File: src/include/pscu_consts.svh
// constants for the synchronous-channel update block
// Functional notes
// - each duty port write loads the next synchronous channel's duty value
// - only the low 16 bits of the duty port are used
// - mode 0 unlock applies period, duty and dead-time at next period start
// - mode 1 or 2 unlock applies only period and dead-time values
// - the unlock bit clears itself once the update is done
// - automatic update every update period value plus one periods
// - update period counter reads back at bits 7 to 4
// - buffered update period holds a new value until it is applied
// - buffered update period matters only in modes 1 and 2
// - write ready flag at bit 0 shows new values may be written
// - underrun flag at bit 3 stays set until the status read
// - eight comparison match flags at bits 15 to 8
// - eight comparison update flags at bits 23 to 16
// - reading the status register clears all its flags
// - write-only enable register sets interrupt enables, status layout
// - write-only disable clears enables; read-only mask shows them
// - mode field selects manual, automatic or DMA-driven update method
// - mode 2 with request mode 1 raises ready on selected comparison match
// - override bit gives the level a channel output drives when selected
`ifndef PSCU_CONSTS_SVH
`define PSCU_CONSTS_SVH

`define PSCU_ADR_DUTY_PORT   32'h40020024
`define PSCU_ADR_UPD_CTRL    32'h40020028
`define PSCU_ADR_UPD_PERIOD  32'h4002002c
`define PSCU_ADR_UPD_PBUF    32'h40020030
`define PSCU_ADR_IRQ_EN      32'h40020034
`define PSCU_ADR_IRQ_DIS     32'h40020038
`define PSCU_ADR_IRQ_MASK    32'h4002003c
`define PSCU_ADR_IRQ_STAT    32'h40020040
`define PSCU_ADR_OVERRIDE    32'h40020044

`define PSCU_DUTY_W          16
`define PSCU_NCH             4
`define PSCU_NCMP            8
`define PSCU_BIT_UNLOCK      0
`define PSCU_UPR_LSB         0
`define PSCU_CNT_LSB         4
`define PSCU_BIT_WRITE_READY_FLAG        0
`define PSCU_BIT_UPDATE_UNDERRUN_FLAG        3
`define PSCU_CMPM_LSB        8
`define PSCU_CMPU_LSB        16
`define PSCU_OVH_LSB         0
`define PSCU_OVL_LSB         16
`define PSCU_IRQ_BITS        32'h00ffff09
`define PSCU_RST_WORD        32'h00000000
`define PSCU_RST_NIB         4'h0

`endif

File: src/include/pscu_pkg.sv
// types shared by the synchronous-channel update block
package pscu_pkg;
  typedef enum logic [1:0] {
    PSCU_MODE_MANUAL = 2'h0,
    PSCU_MODE_AUTO   = 2'h1,
    PSCU_MODE_DMA    = 2'h2
  } pscu_mode_e;

  typedef enum logic [1:0] {
    PSCU_ST_IDLE  = 2'h1,
    PSCU_ST_ARMED = 2'h2
  } pscu_state_e;

  // one-cycle strobes telling the channels which buffers to copy
  typedef struct packed {
    logic duty;
    logic period_dt;
  } pscu_apply_s;

  typedef struct packed {
    logic [3:0] high;
    logic [3:0] low;
  } pscu_override_s;
endpackage

File: src/hw/pscu_top.sv
// synchronous-channel update logic with wishbone register slave
//
// Chosen here: the Wishbone slave port.
`timescale 1ns/1ps
`include "pscu_consts.svh"
module pscu_top
  import pscu_pkg::*;
(
  input  wire logic                clk,
  input  wire logic                rstn,
  input  wire logic                ce,
  input  wire logic                wb_cyc_i,
  input  wire logic                wb_stb_i,
  input  wire logic                wb_we_i,
  input  wire logic [31:0]         wb_adr_i,
  input  wire logic [3:0]          wb_sel_i,
  input  wire logic [31:0]         wb_dat_i,
  output logic                     wb_ack_o,
  output logic      [31:0]         wb_dat_o,
  input  wire logic [3:0]          sync_channel_select,
  input  wire pscu_mode_e          sync_update_mode,
  input  wire logic                dma_request_mode,
  input  wire logic [2:0]          dma_cmp_select,
  input  wire logic                period_start,
  input  wire logic [7:0]          cmp_match,
  input  wire logic [7:0]          cmp_updated,
  output logic [3:0][15:0]         channel_duty_value,
  output logic [3:0]               duty_load,
  output pscu_apply_s              update_apply,
  output logic                     dma_request,
  output pscu_override_s           override_value
);

  // bus decode
  logic        req;
  logic        wr;
  logic        rd;
  logic [31:0] wmask;
  logic [31:0] wd;
  logic        wr_duty;
  logic        wr_ctrl;
  logic        wr_per;
  logic        wr_pbuf;
  logic        wr_en;
  logic        wr_dis;
  logic        wr_ovr;
  logic        rd_stat;

  // register state
  logic [3:0]  update_period_value;
  logic [3:0]  update_period_count;
  logic [3:0]  update_period_buffered;
  logic        pbuf_pending;
  logic        sync_update_unlock;
  logic [31:0] irq_mask;
  logic        write_ready_flag;
  logic        update_underrun_flag;
  logic [7:0]  comparison_match_flag;
  logic [7:0]  comparison_updated_flag;
  logic [3:0]  ovr_high;
  logic [3:0]  ovr_low;
  logic [1:0]  dma_ptr;
  logic        dma_pending;
  pscu_state_e state;
  pscu_state_e next_state;

  // update timing
  logic        auto_mode;
  logic        period_elapsed;
  logic        manual_done;
  logic        set_ready;
  logic        set_underrun;
  logic [31:0] next_rdata;
  logic [31:0] status_word;

  // a request is answered one cycle after it shows; ack then drops
  assign req     = wb_cyc_i & wb_stb_i & ~wb_ack_o;
  assign wr      = req & wb_we_i;
  assign rd      = req & ~wb_we_i;
  assign wmask   = {{8{wb_sel_i[3]}}, {8{wb_sel_i[2]}}, {8{wb_sel_i[1]}}, {8{wb_sel_i[0]}}};
  assign wd      = wb_dat_i & wmask;
  assign wr_duty = wr & (wb_adr_i == `PSCU_ADR_DUTY_PORT);
  assign wr_ctrl = wr & (wb_adr_i == `PSCU_ADR_UPD_CTRL);
  assign wr_per  = wr & (wb_adr_i == `PSCU_ADR_UPD_PERIOD);
  assign wr_pbuf = wr & (wb_adr_i == `PSCU_ADR_UPD_PBUF);
  assign wr_en   = wr & (wb_adr_i == `PSCU_ADR_IRQ_EN);
  assign wr_dis  = wr & (wb_adr_i == `PSCU_ADR_IRQ_DIS);
  assign wr_ovr  = wr & (wb_adr_i == `PSCU_ADR_OVERRIDE);
  assign rd_stat = rd & (wb_adr_i == `PSCU_ADR_IRQ_STAT);

  // automatic triggering only in modes 1 and 2
  assign auto_mode      = (sync_update_mode == PSCU_MODE_AUTO) |
                          (sync_update_mode == PSCU_MODE_DMA);
  // >= guards against a direct write lowering the value below the count
  assign period_elapsed = auto_mode & period_start &
                          (update_period_count >= update_period_value);
  assign manual_done    = (state == PSCU_ST_ARMED) & period_start;

  // search for the next synchronous channel at or after the pointer
  function automatic logic [2:0] next_sync(input logic [1:0] ptr, input logic [3:0] sel);
    logic [2:0] idx;
    idx = 3'h4;
    for (int i = 3; i >= 0; i--) begin
      if (sel[i] && (2'(i) >= ptr)) begin
        idx = 3'(i);
      end
    end
    return idx;
  endfunction

  // later synchronous channel after a given one, for end of sequence
  function automatic logic more_after(input logic [1:0] ch, input logic [3:0] sel);
    logic any;
    any = 1'b0;
    for (int i = 0; i < 4; i++) begin
      if (sel[i] && (2'(i) > ch)) begin
        any = 1'b1;
      end
    end
    return any;
  endfunction

  // target channel for the next holding-port write
  logic [2:0] duty_idx;
  logic       duty_hit;
  assign duty_idx = next_sync(dma_ptr, sync_channel_select);
  assign duty_hit = wr_duty & ~duty_idx[2];

  // per-channel duty buffers loaded from the holding port
  for (genvar ch = 0; ch < `PSCU_NCH; ch++) begin : g_duty
    always_ff @(posedge clk or negedge rstn) begin
      if (!rstn) begin
        channel_duty_value[ch] <= 16'h0000;
        duty_load[ch]          <= 1'b0;
      end else if (ce) begin
        duty_load[ch] <= duty_hit & (duty_idx[1:0] == 2'(ch));
        if (duty_hit && (duty_idx[1:0] == 2'(ch))) begin
          channel_duty_value[ch] <= wd[`PSCU_DUTY_W-1:0];
        end
      end
    end
  end

  // sequence pointer wraps after the last synchronous channel
  // with no synchronous channel the write is dropped and the pointer stays
  always_ff @(posedge clk or negedge rstn) begin
    if (!rstn) begin
      dma_ptr <= 2'h0;
    end else if (ce && duty_hit) begin
      if (more_after(duty_idx[1:0], sync_channel_select)) begin
        dma_ptr <= duty_idx[1:0] + 2'h1;
      end else begin
        dma_ptr <= 2'h0;
      end
    end
  end

  // a dma burst stays owed from request until its last channel lands
  always_ff @(posedge clk or negedge rstn) begin
    if (!rstn) begin
      dma_pending <= 1'b0;
    end else if (ce) begin
      if (dma_request) begin
        dma_pending <= 1'b1;
      end else if (duty_hit && !more_after(duty_idx[1:0], sync_channel_select)) begin
        dma_pending <= 1'b0;
      end
    end
  end

  // unlock sequencer: armed until the next period start
  always_comb begin
    next_state = state;
    case (state)
      PSCU_ST_IDLE: begin
        if (wr_ctrl && wd[`PSCU_BIT_UNLOCK]) begin
          next_state = PSCU_ST_ARMED;
        end
      end
      PSCU_ST_ARMED: begin
        if (period_start) begin
          next_state = PSCU_ST_IDLE;
        end
      end
      default: begin
        next_state = PSCU_ST_IDLE;
      end
    endcase
  end

  // sequencer state; the unlock bit reads back as armed
  always_ff @(posedge clk or negedge rstn) begin
    if (!rstn) begin
      state              <= PSCU_ST_IDLE;
      sync_update_unlock <= 1'b0;
    end else if (ce) begin
      state              <= next_state;
      sync_update_unlock <= (next_state == PSCU_ST_ARMED);
    end
  end

  // apply strobes toward the channels
  always_ff @(posedge clk or negedge rstn) begin
    if (!rstn) begin
      update_apply <= '0;
    end else if (ce) begin
      update_apply.period_dt <= manual_done;
      // duty follows unlock only in mode 0, else the update period
      update_apply.duty <= (manual_done & (sync_update_mode == PSCU_MODE_MANUAL)) |
                           period_elapsed;
    end
  end

  // update period counter and its double buffer
  always_ff @(posedge clk or negedge rstn) begin
    if (!rstn) begin
      update_period_count    <= `PSCU_RST_NIB;
      update_period_value    <= `PSCU_RST_NIB;
      update_period_buffered <= `PSCU_RST_NIB;
      pbuf_pending           <= 1'b0;
    end else if (ce) begin
      // a direct write beats the buffered load landing in the same edge
      if (wr_per) begin
        update_period_value <= (update_period_value & ~wmask[3:0]) | wd[3:0];
      end
      if (wr_pbuf) begin
        update_period_buffered <= wd[3:0];
        pbuf_pending           <= 1'b1;
      end
      if (period_elapsed) begin
        // restart; the count only moves in the automatic modes
        update_period_count <= `PSCU_RST_NIB;
        if (pbuf_pending && !wr_per) begin
          update_period_value <= update_period_buffered;
        end
        if (!wr_pbuf) begin
          pbuf_pending <= 1'b0;
        end
      end else if (auto_mode && period_start) begin
        update_period_count <= update_period_count + 4'h1;
      end
    end
  end

  // ready and dma request per mode and request mode
  // mode 0 and the unused code 3 never raise ready
  always_comb begin
    set_ready = 1'b0;
    case (sync_update_mode)
      PSCU_MODE_AUTO: begin
        set_ready = period_elapsed;
      end
      PSCU_MODE_DMA: begin
        if (dma_request_mode) begin
          set_ready = cmp_match[dma_cmp_select];
        end else begin
          set_ready = period_elapsed;
        end
      end
      default: begin
        set_ready = 1'b0;
      end
    endcase
  end

  // an update while the burst is still owed is an underrun
  assign set_underrun = period_elapsed & (sync_update_mode == PSCU_MODE_DMA) & dma_pending;

  // the transfer request exists only in mode 2
  always_ff @(posedge clk or negedge rstn) begin
    if (!rstn) begin
      dma_request <= 1'b0;
    end else if (ce) begin
      dma_request <= set_ready & (sync_update_mode == PSCU_MODE_DMA);
    end
  end

  // sticky status; a set in the read cycle wins over the clear
  always_ff @(posedge clk or negedge rstn) begin
    if (!rstn) begin
      write_ready_flag        <= 1'b0;
      update_underrun_flag    <= 1'b0;
      comparison_match_flag   <= 8'h00;
      comparison_updated_flag <= 8'h00;
    end else if (ce) begin
      write_ready_flag        <= set_ready | (write_ready_flag & ~rd_stat);
      update_underrun_flag    <= set_underrun | (update_underrun_flag & ~rd_stat);
      comparison_match_flag   <= cmp_match | (comparison_match_flag & {8{~rd_stat}});
      comparison_updated_flag <= cmp_updated | (comparison_updated_flag & {8{~rd_stat}});
    end
  end

  // interrupt enables: disable first, enable last
  always_ff @(posedge clk or negedge rstn) begin
    if (!rstn) begin
      irq_mask <= `PSCU_RST_WORD;
    end else if (ce) begin
      irq_mask <= ((irq_mask & ~(wd & {32{wr_dis}})) | (wd & {32{wr_en}})) &
                  `PSCU_IRQ_BITS;
    end
  end

  // override levels for the output selector
  always_ff @(posedge clk or negedge rstn) begin
    if (!rstn) begin
      ovr_high <= `PSCU_RST_NIB;
      ovr_low  <= `PSCU_RST_NIB;
    end else if (ce && wr_ovr) begin
      ovr_high <= (ovr_high & ~wmask[`PSCU_OVH_LSB +: 4]) | wd[`PSCU_OVH_LSB +: 4];
      ovr_low  <= (ovr_low & ~wmask[`PSCU_OVL_LSB +: 4]) | wd[`PSCU_OVL_LSB +: 4];
    end
  end

  // registered override outputs, 1 drives high and 0 drives low
  always_ff @(posedge clk or negedge rstn) begin
    if (!rstn) begin
      override_value <= '0;
    end else if (ce) begin
      override_value.high <= ovr_high;
      override_value.low  <= ovr_low;
    end
  end

  // status word as read
  always_comb begin
    status_word                      = `PSCU_RST_WORD;
    status_word[`PSCU_BIT_WRITE_READY_FLAG]      = write_ready_flag;
    status_word[`PSCU_BIT_UPDATE_UNDERRUN_FLAG]      = update_underrun_flag;
    status_word[`PSCU_CMPM_LSB +: 8] = comparison_match_flag;
    status_word[`PSCU_CMPU_LSB +: 8] = comparison_updated_flag;
  end

  // read mux; write-only and unmapped words read as zero
  // a status read returns the flags as they stood before its own clear
  always_comb begin
    next_rdata = `PSCU_RST_WORD;
    case (wb_adr_i)
      `PSCU_ADR_UPD_CTRL: begin
        next_rdata[`PSCU_BIT_UNLOCK] = sync_update_unlock;
      end
      `PSCU_ADR_UPD_PERIOD: begin
        next_rdata[`PSCU_UPR_LSB +: 4] = update_period_value;
        next_rdata[`PSCU_CNT_LSB +: 4] = update_period_count;
      end
      `PSCU_ADR_IRQ_MASK: begin
        next_rdata = irq_mask;
      end
      `PSCU_ADR_IRQ_STAT: begin
        next_rdata = status_word;
      end
      `PSCU_ADR_OVERRIDE: begin
        next_rdata[`PSCU_OVH_LSB +: 4] = ovr_high;
        next_rdata[`PSCU_OVL_LSB +: 4] = ovr_low;
      end
      default: begin
        next_rdata = `PSCU_RST_WORD;
      end
    endcase
  end

  // bus answer, one wait-free cycle after the request shows
  always_ff @(posedge clk or negedge rstn) begin
    if (!rstn) begin
      wb_ack_o <= 1'b0;
      wb_dat_o <= `PSCU_RST_WORD;
    end else if (ce) begin
      wb_ack_o <= req;
      if (rd) begin
        wb_dat_o <= next_rdata;
      end
    end
  end

endmodule // pscu_top

File: config.mk
export PLATFORM = sky130hd
export DESIGN_NAME = pscu_top
export DESIGN_NICKNAME = d
export VERILOG_FILES = /design/src/include/pscu_pkg.sv /design/src/hw/pscu_top.sv
export VERILOG_INCLUDE_DIRS = /design/src /design/src/include
export SDC_FILE = /design/constraint.sdc
export NUM_CORES = 1
export LEC_CHECK = 0
export BUFFER_PORTS_ARGS = -buffer_cell sky130_fd_sc_hd__buf_2
export CAP_MARGIN = 25
export CORE_ASPECT_RATIO = 1.4
export CORE_MARGIN = 4
export CORE_UTILIZATION = 50
export CTS_CLUSTER_DIAMETER = 120
export DETAILED_ROUTE_END_ITERATION = 6
export GPL_ROUTABILITY_DRIVEN = 0
export PLACE_DENSITY = 0.77
export SKIP_CTS_REPAIR_TIMING = 1
export SLEW_MARGIN = 20
export SYNTH_ARGS = -nofsm -noshare
export SYNTH_HDL_FRONTEND = slang
export SYNTH_SLANG_ARGS = --single-unit
export TNS_END_PERCENT = 100
File: constraint.sdc
create_clock -name clk -period 6.2 [get_ports clk]
set_input_delay 1.24 -clock clk [delete_from_list [all_inputs] [get_ports clk]]
set_output_delay 1.24 -clock clk [all_outputs]
set_load 0.01 [all_outputs]
==> results by group <==
Route
  – Antenna Violating Nets Remaining: 0
  – Wirelength, routed: 19940 µm
  – Number of DRC markers in iteration 0: between 300 and 400
  – Remaining DRCs: 0
  – Vias per cell: around 5.7
  – DR pass1 iterations: 5
  – DR WL/cell: just under 20 µm
  – Via Count: about 5900

Timing
  – Worst Max-Slew Pin Slew: a little over 900 ps
  – F_max: approximately 0.26 GHz
  – Clock Skews: a little over 10 ps
  – Final setup viols: 0
  – Final Hold Viols: 0
  – Fin crit period: approximately 3800 ps
  – RSZ-0062 raised after global routing: false
  – Final period util: 0.6185
  – Slew Limit Fails: 0
  – Setup TNS: 0 ps
  – Max_slew headroom: 0.3727
  – Worst setup margin: approximately 2400 ps

Setup path
  – Crit path capture: channel_duty_value[29]
  – Slowest stage cell on the critical path: buf_2
  – Worst stage delay on the critical path: between 600 and 700 ps
  – Critical Path Source Type: input port
  – Register-to-register setup slack: 3670 ps
  – WP depth: 6
  – Kind of critical path: input port to flop
  – Critical Path End Type: flop
  – Worst-path cell chain: buf_2 > nand2_1 > or4_4 > a2111oi_4 > nand2_4 > mux2_4
  – RR Endpoint: channel_duty_value[29]
  – RR Startpoint: wb_ack_o
  – CP max FO: 45
  – Worst path top cell family by delay: simple AND/OR/NAND/NOR gates
  – Buffers and inverters on the worst path: 1
  – CP startpoint: ce
  – Reg2reg path depth: 5
  – Worst path required time: ~6500 ps
  – CP arrival: 4140 ps

Yosys
  – Dominant synthesized flop cell: dfrtp_1
  – Post-synthesis sequential area ratio: 0.5356
  – Post-synth top area share: 0.5322
  – Syn Inst Count: between 600 and 700
  – Fraction of registers with async set/reset: 1.000
  – Post-synthesis register bit count: between 150 and 200
  – Synth top cells by count: dfrtp_1 (166), mux2_2 (55), nand2_1 (40)
  – Dominant cell type by area after synthesis: dfrtp_1
  – Most common cell in the netlist: dfrtp_1
  – Synthesis warning total: 0
  – Synth unique cells: 60
  – Synth Area per Inst: around 12 µm²
  – Area contributors post-synth: dfrtp_1 (53%), mux2_2 (7.9%), mux2_4 (6.9%)
  – Mapped Area: just under 8000 µm²
  – EDFF count, synth: 0

Finish
  – Area growth, synth to finish: 21.51%
  – # nets final: 942
  – Share of cells above drive strength 1: 0.4005
  – Final Util: 0.6245

Floorplanning
  – CORE AREA: about 15000 µm²
  – Row Count: 53
  – Die Wd: ~110 µm
  – I/O pins: 213
  – Die Area: about 18000 µm²
  – Die Y: 155.8 µm
  – Starting Density: 0.5140

Clocking
  – Clk buf depth: 2
  – Clk sinks: approximately 170
  – Cts bufs inserted: 17
  – CTS tree: done
  – Clk slew on worst S/H paths: around 70 ps
  – Root buffer selected by CTS: clkbuf_16
  – Clk_lat worst skew: roughly 420 ps
  – CTS H-tree lvls: 4

Power
  – Lkg Pwr: 5.011 nW
  – Pwr dens: between 200 and 300 nW/µm²
  – Worst ir drop on vdd: 0.0001638 V

Placement
  – Buffers on Ports: ~200
  – Hpwl dp: around 14000 µm
  – Worst slack at placement: about 1900 ps

Global route
  – Vias in the first global route: around 6000
  – GR Util All Layers: 0.2270
  – Global-route wire length before repair: 31490 µm
  – Initial antenna violation count: 3
  – Total congestion overflow: 0
  – Pin count of the biggest net entering global routing: between 100 and 150

Flow run
  – Max Cap Viol: 0

Status
  – Status: complete, no violations

Hold path
  – Tightest Hold Check Type: flop to flop
[cell usage in the layout, fill, tap and decap left out, types with 14 or more instances in the layout]
master	n
buf_2	194
dfrtp_1	166
mux2_2	55
nand2_1	40
o21ai_0	36
mux2_4	36
inv_1	25
nor2_1	25
a22o_1	22
and2_1	18
o31ai_1	18
clkbuf_16	17
a221o_1	14
ha_1	14
[logic make-up (layout without fill, tap and decap cells)]
kind of cell	after synthesis	count (layout)	synth area share
mux	94	94	0.1557
simple gates	176	176	0.1282
fa+ha+maj	14	14	0.02244
buf+inv	61	254	0.03703
compound gates	126	126	0.1205
other cells	1	10	0.0004805
flops	167	167	0.5356
[area by class of cell]
type / instances / area [µm²]
Clock buffer: 20 / 446.7
Timing Repair Buffer: 198 / 1007
Fill cell: 1189 / 5702
Inverter: 25 / 93.84
Clock inverter: 11 / 148.9
Antenna cell: 2 / 5.005
Multi-Input combinational cell: 418 / 3362
Tap cell: 192 / 240.2
Sequential cell: 167 / 4180
[layer usage]
| layer | part of all wire | vias up | global-route usage |
|---|---|---|---|
| met4 | 0.014 | 2 | 0.07560 |
| met1 | 0.40 | 2905 | 0.2742 |
| met2 | 0.51 | 250 | 0.3875 |
| met3 | 0.082 | 20 | 0.06791 |
| met5 | 0.00035 | - | 0 |
| li1 | - | 2709 | - |
[worst min path at each step]
stage / startpoint / endpoint / cells after the start / slack (ps)
final: pbuf_pending / pbuf_pending / 1 / 480
after global routing: pbuf_pending / pbuf_pending / 1 / 500
after CTS: pbuf_pending / pbuf_pending / 1 / 480
after detailed placement: pbuf_pending / pbuf_pending / 1 / 470
after global placement: pbuf_pending / pbuf_pending / 1 / 460
after floorplan: pbuf_pending / pbuf_pending / 1 / 450
[through the flow]
| stage | instances | hold WS (ps) | power, mW | cell area [µm²] |
|---|---|---|---|---|
| 2_1_floorplan | 646 | 449.6 | 1.280 | 7831 |
| 3_3_place_gp | 1000 | 461.1 | 1.378 | 8881 |
| 3_5_place_dp | 1000 | 466.5 | 1.384 | 8881 |
| 4_1_cts | 1031 | 480.1 | 2.456 | 9477 |
| 5_1_grt | 1033 | 499.3 | 2.540 | 9484 |
| 6_report | 1033 | 476.3 | 2.432 | 9484 |
[where the power goes]
part / internal [mW] / switching [mW] / total [mW]
Clock: 0.644 / 0.426 / 1.07
Combinational: 0.0815 / 0.133 / 0.214
Sequential: 1.12 / 0.0280 / 1.15
[flip-flops by register name (all words and copies together) (netlist names), named ones only]
register / cells
channel_duty_value: 64
update_period_buffered: 4
irq_mask: 18
wb_ack_o: 1
dma_pending: 1
duty_load: 4
update_period_count: 4
dma_ptr: 2
comparison_updated_flag: 8
write_ready_flag: 1
update_period_value: 4
update_underrun_flag: 1
dma_request: 1
update_apply: 2
pbuf_pending: 1
comparison_match_flag: 8
state: 2
sync_update_unlock: 1
wb_dat_o: 24
override_value: 8
Power figures use the tool's default switching activity.
